**config.mk**
```make
export PLATFORM = sky130hd
export DESIGN_NAME = ipssel_top
export DESIGN_NICKNAME = d
export VERILOG_FILES = /design/src/ipssel_pkg.sv /design/src/ipssel_reg_if.sv /design/src/ipssel_ahb_slave.sv /design/src/ipssel_pair_mux.sv /design/src/ipssel_top.sv
export SDC_FILE = /design/constraint.sdc
export NUM_CORES = 1
export LEC_CHECK = 0
export ABC_AREA = 0
export CELL_PAD_IN_SITES_DETAIL_PLACEMENT = 0
export CELL_PAD_IN_SITES_GLOBAL_PLACEMENT = 2
export CORE_ASPECT_RATIO = 0.6
export CORE_UTILIZATION = 40
export CTS_CLUSTER_DIAMETER = 40
export DETAILED_ROUTE_END_ITERATION = 12
export DONT_BUFFER_PORTS = 1
export PLACE_DENSITY_LB_ADDON = 0.1
export SYNTH_ARGS = -nofsm -noshare
export SYNTH_HDL_FRONTEND = slang
export SYNTH_HIERARCHICAL = 1
export SYNTH_SLANG_ARGS = --single-unit
```
**constraint.sdc**
```tcl
create_clock -name hclk -period 3.1 [get_ports hclk]
set_input_delay 0.31 -clock hclk [delete_from_list [all_inputs] [get_ports hclk]]
set_output_delay 0.31 -clock hclk [all_outputs]
set_load 0.005 [all_outputs]
```
**src/ipssel_pkg.sv**
```systemverilog
/*
 Constants, field layouts and enumerations of the peripheral input source select block.
 Assumes the registers sit on an AHB-Lite bus, one aligned word for each register index.
*/
// Contract
// [RULE1] Fault two: pin when clear, comparator B when set
// [RULE2] Fault one: pin when clear, comparator A when set
// [RULE3] Pair two: timer three, ADC, comparator A, B
// [RULE4] Pair two ADC limits drive fourth/fifth outputs
// [RULE5] Pair one: pin, timer two, ADC, comparators
// [RULE6] Pair one ADC limits drive second/third outputs
// [RULE7] Pair zero: pin, timer zero, ADC, comparators
// [RULE8] Pair zero ADC limits drive zeroth/first outputs
// [RULE9] DAC one sync: timers, PWM sync, timer channels
// [RULE10] DAC zero sync uses DAC one encoding
// [RULE11] Software routes exactly one pin per input
// [RULE12] Software sets pin peripheral enable bit
// [RULE13] Software avoids changes while peripheral runs
// [RULE14] Fields reset zero, reserved bits read zero
// [RULE15] Reserved codes give inactive constant output
package ipssel_pkg;

   // ****************************************************************
   // Register map
   // ****************************************************************
   localparam int unsigned REG_W = 16;
   localparam int unsigned IDX_W = 8;
   localparam int unsigned IDX_LSB = 2;
   localparam logic [IDX_W-1:0] PWM_SEL_IDX = 8'h18;
   localparam logic [IDX_W-1:0] DAC_SEL_IDX = 8'h19;
   localparam logic [REG_W-1:0] SEL_RESET = 16'h0000;
   localparam logic [REG_W-1:0] PWM_SEL_MASK = 16'h29FF;
   localparam logic [REG_W-1:0] DAC_SEL_MASK = 16'h0077;

   // ****************************************************************
   // Field positions
   // ****************************************************************
   localparam int unsigned SEL_W = 3;
   localparam int unsigned FAULT_TWO_BIT = 13;
   localparam int unsigned FAULT_ONE_BIT = 11;
   localparam int unsigned PAIR_TWO_LSB = 6;
   localparam int unsigned PAIR_ONE_LSB = 3;
   localparam int unsigned PAIR_ZERO_LSB = 0;
   localparam int unsigned DAC_ONE_LSB = 4;
   localparam int unsigned DAC_ZERO_LSB = 0;

   // ****************************************************************
   // Bus constants
   // ****************************************************************
   localparam int unsigned HTRANS_ACT_BIT = 1;
   localparam logic HRESP_OKAY = 1'b0;
   localparam logic [31:0] RDATA_ZERO = 32'h0000_0000;

   // ****************************************************************
   // Encodings
   // ****************************************************************
   typedef enum logic [SEL_W-1:0] {
      PAIR_PIN = 3'h0,
      PAIR_TIMER = 3'h1,
      PAIR_ADC = 3'h2,
      PAIR_CMP_A = 3'h3,
      PAIR_CMP_B = 3'h4
   } ipssel_pair_e;

   typedef enum logic [SEL_W-1:0] {
      DSYNC_ITMR0 = 3'h0,
      DSYNC_ITMR1 = 3'h1,
      DSYNC_ITMR2 = 3'h2,
      DSYNC_PWM = 3'h3,
      DSYNC_TMR0 = 3'h4,
      DSYNC_TMR1 = 3'h5
   } ipssel_dsync_e;

   typedef enum logic [1:0] {
      BUS_IDLE = 2'b00,
      BUS_RWAIT = 2'b01,
      BUS_RDONE = 2'b11
   } ipssel_bus_e;

endpackage : ipssel_pkg

```
**src/ipssel_reg_if.sv**
```systemverilog
/*
 Carrier between the bus slave and the register file.
 Assumes one clock; strobes are one-cycle pulses.
*/
`timescale 1ns/1ps
interface ipssel_reg_if;
   import ipssel_pkg::*;
   logic wr_pwm;
   logic wr_dac;
   logic [REG_W-1:0] wr_data;
   logic [REG_W-1:0] pwm_word;
   logic [REG_W-1:0] dac_word;

   modport bus
   (
      output wr_pwm,
      output wr_dac,
      output wr_data,
      input pwm_word,
      input dac_word
   );

   modport regs
   (
      input wr_pwm,
      input wr_dac,
      input wr_data,
      output pwm_word,
      output dac_word
   );
endinterface : ipssel_reg_if

```
**src/ipssel_ahb_slave.sv**
```systemverilog
/*
 AHB-Lite slave front end: writes with no wait state, reads with one.
 Assumes single word transfers; any word index in haddr[9:2] outside the map reads zero, higher address bits are not decoded.
*/
`timescale 1ns/1ps
module ipssel_ahb_slave
   import ipssel_pkg::*;
(
   input logic hclk,
   input logic hresetn,
   input logic hsel,
   input logic [31:0] haddr,
   input logic [1:0] htrans,
   input logic hwrite,
   input logic hready,
   input logic [31:0] hwdata,
   output logic [31:0] hrdata,
   output logic hreadyout,
   output logic hresp,
   ipssel_reg_if.bus rif
);

   // ****************************************************************
   // Address phase decode
   // ****************************************************************
   ipssel_bus_e st_q;
   ipssel_bus_e st_d;
   logic accept;
   logic hit_pwm;
   logic hit_dac;
   logic wr_pwm_q;
   logic wr_dac_q;
   logic rd_pwm_q;
   logic rd_dac_q;
   logic [31:0] hrdata_q;
   logic [31:0] hrdata_d;
   logic hreadyout_q;
   logic hreadyout_d;
   logic [REG_W-1:0] rd_word;

   assign accept = hsel & htrans[HTRANS_ACT_BIT] & hready;
   assign hit_pwm = haddr[IDX_LSB +: IDX_W] == PWM_SEL_IDX;
   assign hit_dac = haddr[IDX_LSB +: IDX_W] == DAC_SEL_IDX;
   assign rd_word = rd_pwm_q ? rif.pwm_word : (rd_dac_q ? rif.dac_word : SEL_RESET);

   // ****************************************************************
   // Data phase control
   // ****************************************************************
   always_comb
   begin
      st_d = st_q;
      hreadyout_d = hreadyout_q;
      hrdata_d = hrdata_q;
      case (st_q)
         BUS_RWAIT:
         begin
            st_d = BUS_RDONE;
            hreadyout_d = 1'b1;
            hrdata_d = {{(32-REG_W){1'b0}}, rd_word};
         end
         BUS_IDLE, BUS_RDONE:
         begin
            st_d = BUS_IDLE;
            if (accept && !hwrite)
            begin
               st_d = BUS_RWAIT;
               hreadyout_d = 1'b0;
            end
         end
         default:
         begin
            st_d = BUS_IDLE;
            hreadyout_d = 1'b1;
         end
      endcase
   end

   always_ff @(posedge hclk or negedge hresetn)
   begin
      if (!hresetn)
      begin
         st_q <= BUS_IDLE;
         hreadyout_q <= 1'b1;
         hrdata_q <= RDATA_ZERO;
         wr_pwm_q <= 1'b0;
         wr_dac_q <= 1'b0;
         rd_pwm_q <= 1'b0;
         rd_dac_q <= 1'b0;
      end
      else
      begin
         st_q <= st_d;
         hreadyout_q <= hreadyout_d;
         hrdata_q <= hrdata_d;
         wr_pwm_q <= accept & hwrite & hit_pwm;
         wr_dac_q <= accept & hwrite & hit_dac;
         if (accept)
         begin
            rd_pwm_q <= !hwrite & hit_pwm;
            rd_dac_q <= !hwrite & hit_dac;
         end
      end
   end

   assign rif.wr_pwm = wr_pwm_q;
   assign rif.wr_dac = wr_dac_q;
   assign rif.wr_data = hwdata[REG_W-1:0];
   assign hrdata = hrdata_q;
   assign hreadyout = hreadyout_q;
   assign hresp = HRESP_OKAY;

endmodule : ipssel_ahb_slave

```
**src/ipssel_pair_mux.sv**
```systemverilog
/*
 Source selection for one PWM pair with registered outputs.
 Assumes the pin input is already synchronised and the others share the clock.
*/
`timescale 1ns/1ps
module ipssel_pair_mux
   import ipssel_pkg::*;
#(
   parameter logic PIN_OK = 1'b1
)
(
   input logic hclk,
   input logic hresetn,
   input logic [SEL_W-1:0] sel,
   input logic pin,
   input logic timer,
   input logic cmp_a,
   input logic cmp_b,
   input logic adc_above,
   input logic adc_below,
   output logic src,
   output logic even,
   output logic odd
);

   // ****************************************************************
   // Selection
   // ****************************************************************
   logic src_q;
   logic even_q;
   logic odd_q;
   logic src_d;
   logic even_d;
   logic odd_d;
   logic use_pin;
   logic use_adc;
   logic code_ok;
   logic sig;

   assign use_pin = (sel == PAIR_PIN) & PIN_OK;
   assign use_adc = sel == PAIR_ADC;
   assign code_ok = use_pin | (sel == PAIR_TIMER) | (sel == PAIR_CMP_A) | (sel == PAIR_CMP_B);
   assign sig = (use_pin & pin) | ((sel == PAIR_TIMER) & timer)
      | ((sel == PAIR_CMP_A) & cmp_a) | ((sel == PAIR_CMP_B) & cmp_b); // [RULE3] [RULE5] [RULE7]
   // Between the limits the pair keeps its last state
   assign src_d = use_adc ? (adc_above | (!adc_below & src_q)) : sig; // [RULE15]
   assign even_d = use_adc ? (!adc_above & (adc_below | even_q)) : (code_ok & sig); // [RULE4] [RULE6] [RULE8]
   assign odd_d = use_adc ? (adc_above | (!adc_below & odd_q)) : (code_ok & !sig); // [RULE15]

   always_ff @(posedge hclk or negedge hresetn)
   begin
      if (!hresetn)
      begin
         src_q <= 1'b0;
         even_q <= 1'b0;
         odd_q <= 1'b0;
      end
      else
      begin
         src_q <= src_d;
         even_q <= even_d;
         odd_q <= odd_d;
      end
   end

   assign src = src_q;
   assign even = even_q;
   assign odd = odd_q;

endmodule : ipssel_pair_mux

```
**src/ipssel_top.sv**
```systemverilog
/*
 Peripheral input source select: two selection registers and the multiplexers they drive.
 Assumes an AHB-Lite master on hclk; pins are asynchronous, peripheral signals share hclk.
*/
`timescale 1ns/1ps
module ipssel_top
   import ipssel_pkg::*;
(
   input logic hclk,
   input logic hresetn,
   input logic hsel,
   input logic [31:0] haddr,
   input logic [1:0] htrans,
   input logic hwrite,
   input logic [2:0] hsize,
   input logic hready,
   input logic [31:0] hwdata,
   output logic [31:0] hrdata,
   output logic hreadyout,
   output logic hresp,
   input logic fault_one_pin,
   input logic fault_two_pin,
   input logic pair_zero_pin,
   input logic pair_one_pin,
   input logic comparator_a_output,
   input logic comparator_b_output,
   input logic timer_a_channel_zero,
   input logic timer_a_channel_one,
   input logic timer_a_channel_two,
   input logic timer_a_channel_three,
   input logic [2:0] adc_above_high,
   input logic [2:0] adc_below_low,
   input logic interval_timer_zero,
   input logic interval_timer_one,
   input logic interval_timer_two,
   input logic pwm_reload_sync,
   output logic fault_one_input,
   output logic fault_two_input,
   output logic [2:0] pair_source,
   output logic [2:0] pair_even_out,
   output logic [2:0] pair_odd_out,
   output logic dac_zero_sync,
   output logic dac_one_sync
);

   // ****************************************************************
   // Helpers
   // ****************************************************************
   function automatic logic dsync_pick(input logic [SEL_W-1:0] code, input logic [5:0] srcs);
      logic r;
      r = 1'b0;
      case (code)
         DSYNC_ITMR0: r = srcs[0];
         DSYNC_ITMR1: r = srcs[1];
         DSYNC_ITMR2: r = srcs[2];
         DSYNC_PWM: r = srcs[3];
         DSYNC_TMR0: r = srcs[4];
         DSYNC_TMR1: r = srcs[5];
         default: r = 1'b0;
      endcase
      return r;
   endfunction : dsync_pick

   // ****************************************************************
   // Bus slave
   // ****************************************************************
   ipssel_reg_if rif ();

   ipssel_ahb_slave u_bus
   (
      .hclk(hclk),
      .hresetn(hresetn),
      .hsel(hsel),
      .haddr(haddr),
      .htrans(htrans),
      .hwrite(hwrite),
      .hready(hready),
      .hwdata(hwdata),
      .hrdata(hrdata),
      .hreadyout(hreadyout),
      .hresp(hresp),
      .rif(rif)
   );

   // ****************************************************************
   // Selection registers
   // ****************************************************************
   logic [REG_W-1:0] pwm_sel_q;
   logic [REG_W-1:0] pwm_sel_d;
   logic [REG_W-1:0] dac_sel_q;
   logic [REG_W-1:0] dac_sel_d;
   logic unused_size;

   assign unused_size = ^hsize;
   assign pwm_sel_d = rif.wr_pwm ? (rif.wr_data & PWM_SEL_MASK) : pwm_sel_q; // [RULE14]
   assign dac_sel_d = rif.wr_dac ? (rif.wr_data & DAC_SEL_MASK) : dac_sel_q; // [RULE14]

   always_ff @(posedge hclk or negedge hresetn)
   begin
      if (!hresetn)
      begin
         pwm_sel_q <= SEL_RESET; // [RULE14]
         dac_sel_q <= SEL_RESET;
      end
      else
      begin
         pwm_sel_q <= pwm_sel_d;
         dac_sel_q <= dac_sel_d;
      end
   end

   assign rif.pwm_word = pwm_sel_q;
   assign rif.dac_word = dac_sel_q;

   // ****************************************************************
   // Pin synchronisers
   // ****************************************************************
   logic [3:0] pin_meta_q;
   logic [3:0] pin_sync_q;

   always_ff @(posedge hclk or negedge hresetn)
   begin
      if (!hresetn)
      begin
         pin_meta_q <= 4'h0;
         pin_sync_q <= 4'h0;
      end
      else
      begin
         pin_meta_q <= {pair_one_pin, pair_zero_pin, fault_two_pin, fault_one_pin};
         pin_sync_q <= pin_meta_q;
      end
   end

   // ****************************************************************
   // Fault and DAC sync selection
   // ****************************************************************
   logic fault_one_q;
   logic fault_two_q;
   logic dac_zero_q;
   logic dac_one_q;
   logic fault_one_d;
   logic fault_two_d;
   logic dac_zero_d;
   logic dac_one_d;
   logic [5:0] dsync_srcs;

   assign fault_one_d = pwm_sel_q[FAULT_ONE_BIT] ? comparator_a_output : pin_sync_q[0]; // [RULE2]
   assign fault_two_d = pwm_sel_q[FAULT_TWO_BIT] ? comparator_b_output : pin_sync_q[1]; // [RULE1]
   assign dsync_srcs = {timer_a_channel_one, timer_a_channel_zero, pwm_reload_sync,
      interval_timer_two, interval_timer_one, interval_timer_zero};
   assign dac_one_d = dsync_pick(dac_sel_q[DAC_ONE_LSB +: SEL_W], dsync_srcs); // [RULE9] [RULE15]
   assign dac_zero_d = dsync_pick(dac_sel_q[DAC_ZERO_LSB +: SEL_W], dsync_srcs); // [RULE10]

   always_ff @(posedge hclk or negedge hresetn)
   begin
      if (!hresetn)
      begin
         fault_one_q <= 1'b0;
         fault_two_q <= 1'b0;
         dac_zero_q <= 1'b0;
         dac_one_q <= 1'b0;
      end
      else
      begin
         fault_one_q <= fault_one_d;
         fault_two_q <= fault_two_d;
         dac_zero_q <= dac_zero_d;
         dac_one_q <= dac_one_d;
      end
   end

   assign fault_one_input = fault_one_q;
   assign fault_two_input = fault_two_q;
   assign dac_zero_sync = dac_zero_q;
   assign dac_one_sync = dac_one_q;

   // ****************************************************************
   // Pair source selection
   // ****************************************************************
   ipssel_pair_mux #(.PIN_OK(1'b1)) u_pair_zero
   (
      .hclk(hclk),
      .hresetn(hresetn),
      .sel(pwm_sel_q[PAIR_ZERO_LSB +: SEL_W]),
      .pin(pin_sync_q[2]),
      .timer(timer_a_channel_zero),
      .cmp_a(comparator_a_output),
      .cmp_b(comparator_b_output),
      .adc_above(adc_above_high[0]),
      .adc_below(adc_below_low[0]),
      .src(pair_source[0]),
      .even(pair_even_out[0]),
      .odd(pair_odd_out[0])
   );

   ipssel_pair_mux #(.PIN_OK(1'b1)) u_pair_one
   (
      .hclk(hclk),
      .hresetn(hresetn),
      .sel(pwm_sel_q[PAIR_ONE_LSB +: SEL_W]),
      .pin(pin_sync_q[3]),
      .timer(timer_a_channel_two),
      .cmp_a(comparator_a_output),
      .cmp_b(comparator_b_output),
      .adc_above(adc_above_high[1]),
      .adc_below(adc_below_low[1]),
      .src(pair_source[1]),
      .even(pair_even_out[1]),
      .odd(pair_odd_out[1])
   );

   // No pin for pair two; its code zero is reserved
   ipssel_pair_mux #(.PIN_OK(1'b0)) u_pair_two
   (
      .hclk(hclk),
      .hresetn(hresetn),
      .sel(pwm_sel_q[PAIR_TWO_LSB +: SEL_W]),
      .pin(1'b0),
      .timer(timer_a_channel_three),
      .cmp_a(comparator_a_output),
      .cmp_b(comparator_b_output),
      .adc_above(adc_above_high[2]),
      .adc_below(adc_below_low[2]),
      .src(pair_source[2]),
      .even(pair_even_out[2]),
      .odd(pair_odd_out[2])
   );

endmodule : ipssel_top

```
==> key figures <==
Status
  • Status: complete, but fails checks
  • Failing checks: DRC

Cells and area
  • Area growth syn-to-layout: 12.6%
  • Antenna Diode Count: 0
  • Final Cell Area: 3230 um2
  • Most frequent cells in the layout: 60 x dfrtp_1, 32 x conb_1, 28 x nor2_1, 19 x a21oi_1, 17 x mux2_2
  • Fin util: 47.6%
  • Commonest non-fill, non-tap cell in the layout: dfrtp_1
  • Layout cells sized above 1: 17.4%
  • Final #Nets: 368

Floorplan
  • Die area: 7530 um2
  • Num rows: 23
  • Core footprint: 6790 um2
  • Chip width: about 110 um
  • Io pins: around 140
  • Starting Density: between 40% and 50%
  • Chip height: 67.6 um

Synth
  • Mapped Avg Cell Area: 11.1 um2
  • Post-Syn Area: 2870 um2
  • Post-Synthesis Cells: around 260
  • Warnings, synthesis: 6

Timing
  • Skew final: 0.00355 ns
  • Slew HR: 57.4%
  • RSZ-0062 raised after global routing: false
  • Tightest Pin Transition: 0.639 ns
  • Final period utilization: 54.0%
  • Fin Setup TNS: 0 ns
  • Fin. Hold Viols: 0
  • WHS: around 0.052 ns
  • Top achievable clock speed: roughly 0.60 GHz
  • Final setup viols: 0
  • Max Slew Vio Count: 0
  • Period minus WS final: about 1.7 ns

Drt
  • Drt first pass iters: 8
  • WL/cell: 15.7 um
  • Avg Vias per Cell: 4.94
  • Drt total wl: 5.69 mm
  • Routed vias: roughly 1800
  • Post-route ant nets: 0
  • # DRC: 10
  • DRT iter0 DRCs: 84

Clocking
  • Clock transition at the registers of the reported paths: around 0.050 ns
  • CTS tree: done
  • CTS Sinks: 61
  • Post-CTS Setup Repair Bufs: 0
  • CTS root buffer: clkbuf_16
  • H-tree depth: 3
  • Inserted Clock Buffers: 9
  • Clk_lat worst skew: 0.32 ns
  • Clock buffer depth: 2

Placed design
  • Area after DPL: 2860 um2
  • Port bufs: 0
  • Hpwl dp: 4.03 mm
  • GPL Wtd Cong: 0.769

Power
  • Switching Share: 26.3%
  • Comb pwr share: between 10% and 20%
  • Psw: roughly 600 uW
  • Flop pwr share: 45.6%
  • VDD IR max: 0.392 mV
  • Total power: 2300 uW
  • Clk pwr share: between 40% and 50%
  • Power per cell area: around 710 nW/um2
  • Int Power: 1690 uW
  • LEAKAGE: ~0.0015 uW

Critical path
  • CP Capture Type: register
  • Critical Setup Path Class: register to register
  • CP arrival: 1.92 ns
  • Crit path launch type: register
  • Worst path required time: 3.35 ns
  • Crit-path max FO: 19

Min path
  • HP Class: input port to register

GRT
  • Initial antenna violation count: 0
  • Number of global-route vias before repair: 1774
  • First-pass GRT wire length: 9.39 mm
  • Overflow after GRT: 0
  • Largest net degree at the start of global routing: 62
  • All-Layer GR Usage: around 17%

Flow run
  • Max-cap check violation count: 0
worst paths after layout:
check / cells after the start / slack, ns / from / endpoint
min in group asynchronous: 2 / 0.52 / hresetn / u_pair_two/even
hold / removal: 1 / 0.05 / haddr[2] / u_bus/rif.wr_pwm
hold reg to reg: 0 / 0.34 / pin_meta_q[0] / pin_sync_q[0]
setup / recovery: 4 / 1.42 / u_bus/rd_pwm_q / u_bus/hrdata[0]
setup reg to reg: 4 / 1.42 / u_bus/rd_pwm_q / u_bus/hrdata[0]
max in group asynchronous: 2 / 2.27 / hresetn / u_bus/hreadyout
routing by layer:
metal / global-route usage (%) / part of all wire (%)
met2: 23.6 / 42
met3: 7.81 / 7.4
met1: 23.3 / 50
met4: 6.59 / 1.2
met5: 0 / 0
timing repair:
| action | CTS | global route |
|---|---|---|
| hold buffers | 6 | 0 |
| endpoints found under the hold margin | 65 | 0 |
| gates resized for setup | 0 | 0 |
power by group through the flow:
stage	combinational [uW]	sequential [uW]	clock [uW]
6_report	277	1050	973
5_1_grt	326	1070	1040
4_1_cts	281	1050	999
3_5_place_dp	256	1060	0
3_3_place_gp	251	1060	0
2_1_floorplan	244	1030	0
per-stage QoR:
stage / worst slack [ns] / instances
2_1_floorplan: 1.51 / 289
3_3_place_gp: 1.42 / 341
3_5_place_dp: 1.39 / 341
4_1_cts: 1.38 / 363
5_1_grt: 1.17 / 363
6_report: 1.42 / 363
state kept, by name (all words and copies together) (netlist names), 2 cells and up:
register	cells
pin_meta_q	4
pwm_sel_q	11
pin_sync_q	4
u_bus/st_q	2
u_bus/hrdata	16
dac_sel_q	6
worst max-delay path, cell delays in order, from the launching register on:
cell and delay, ns:
dfrtp_1 0.61, nor2b_1 0.46, buf_4 0.26, a22oi_1 0.09
a21oi_1 0.17
cell type report:
type	count	area, um2
clock inverter	5	50.0
timing repair buffer	8	92.6
sequential	61	1530
clock buffer	11	243
multi-input combinational	180	1170
inverter	11	41.3
tap	87	109
fill	644	3560
Power figures use the tool's default switching activity.
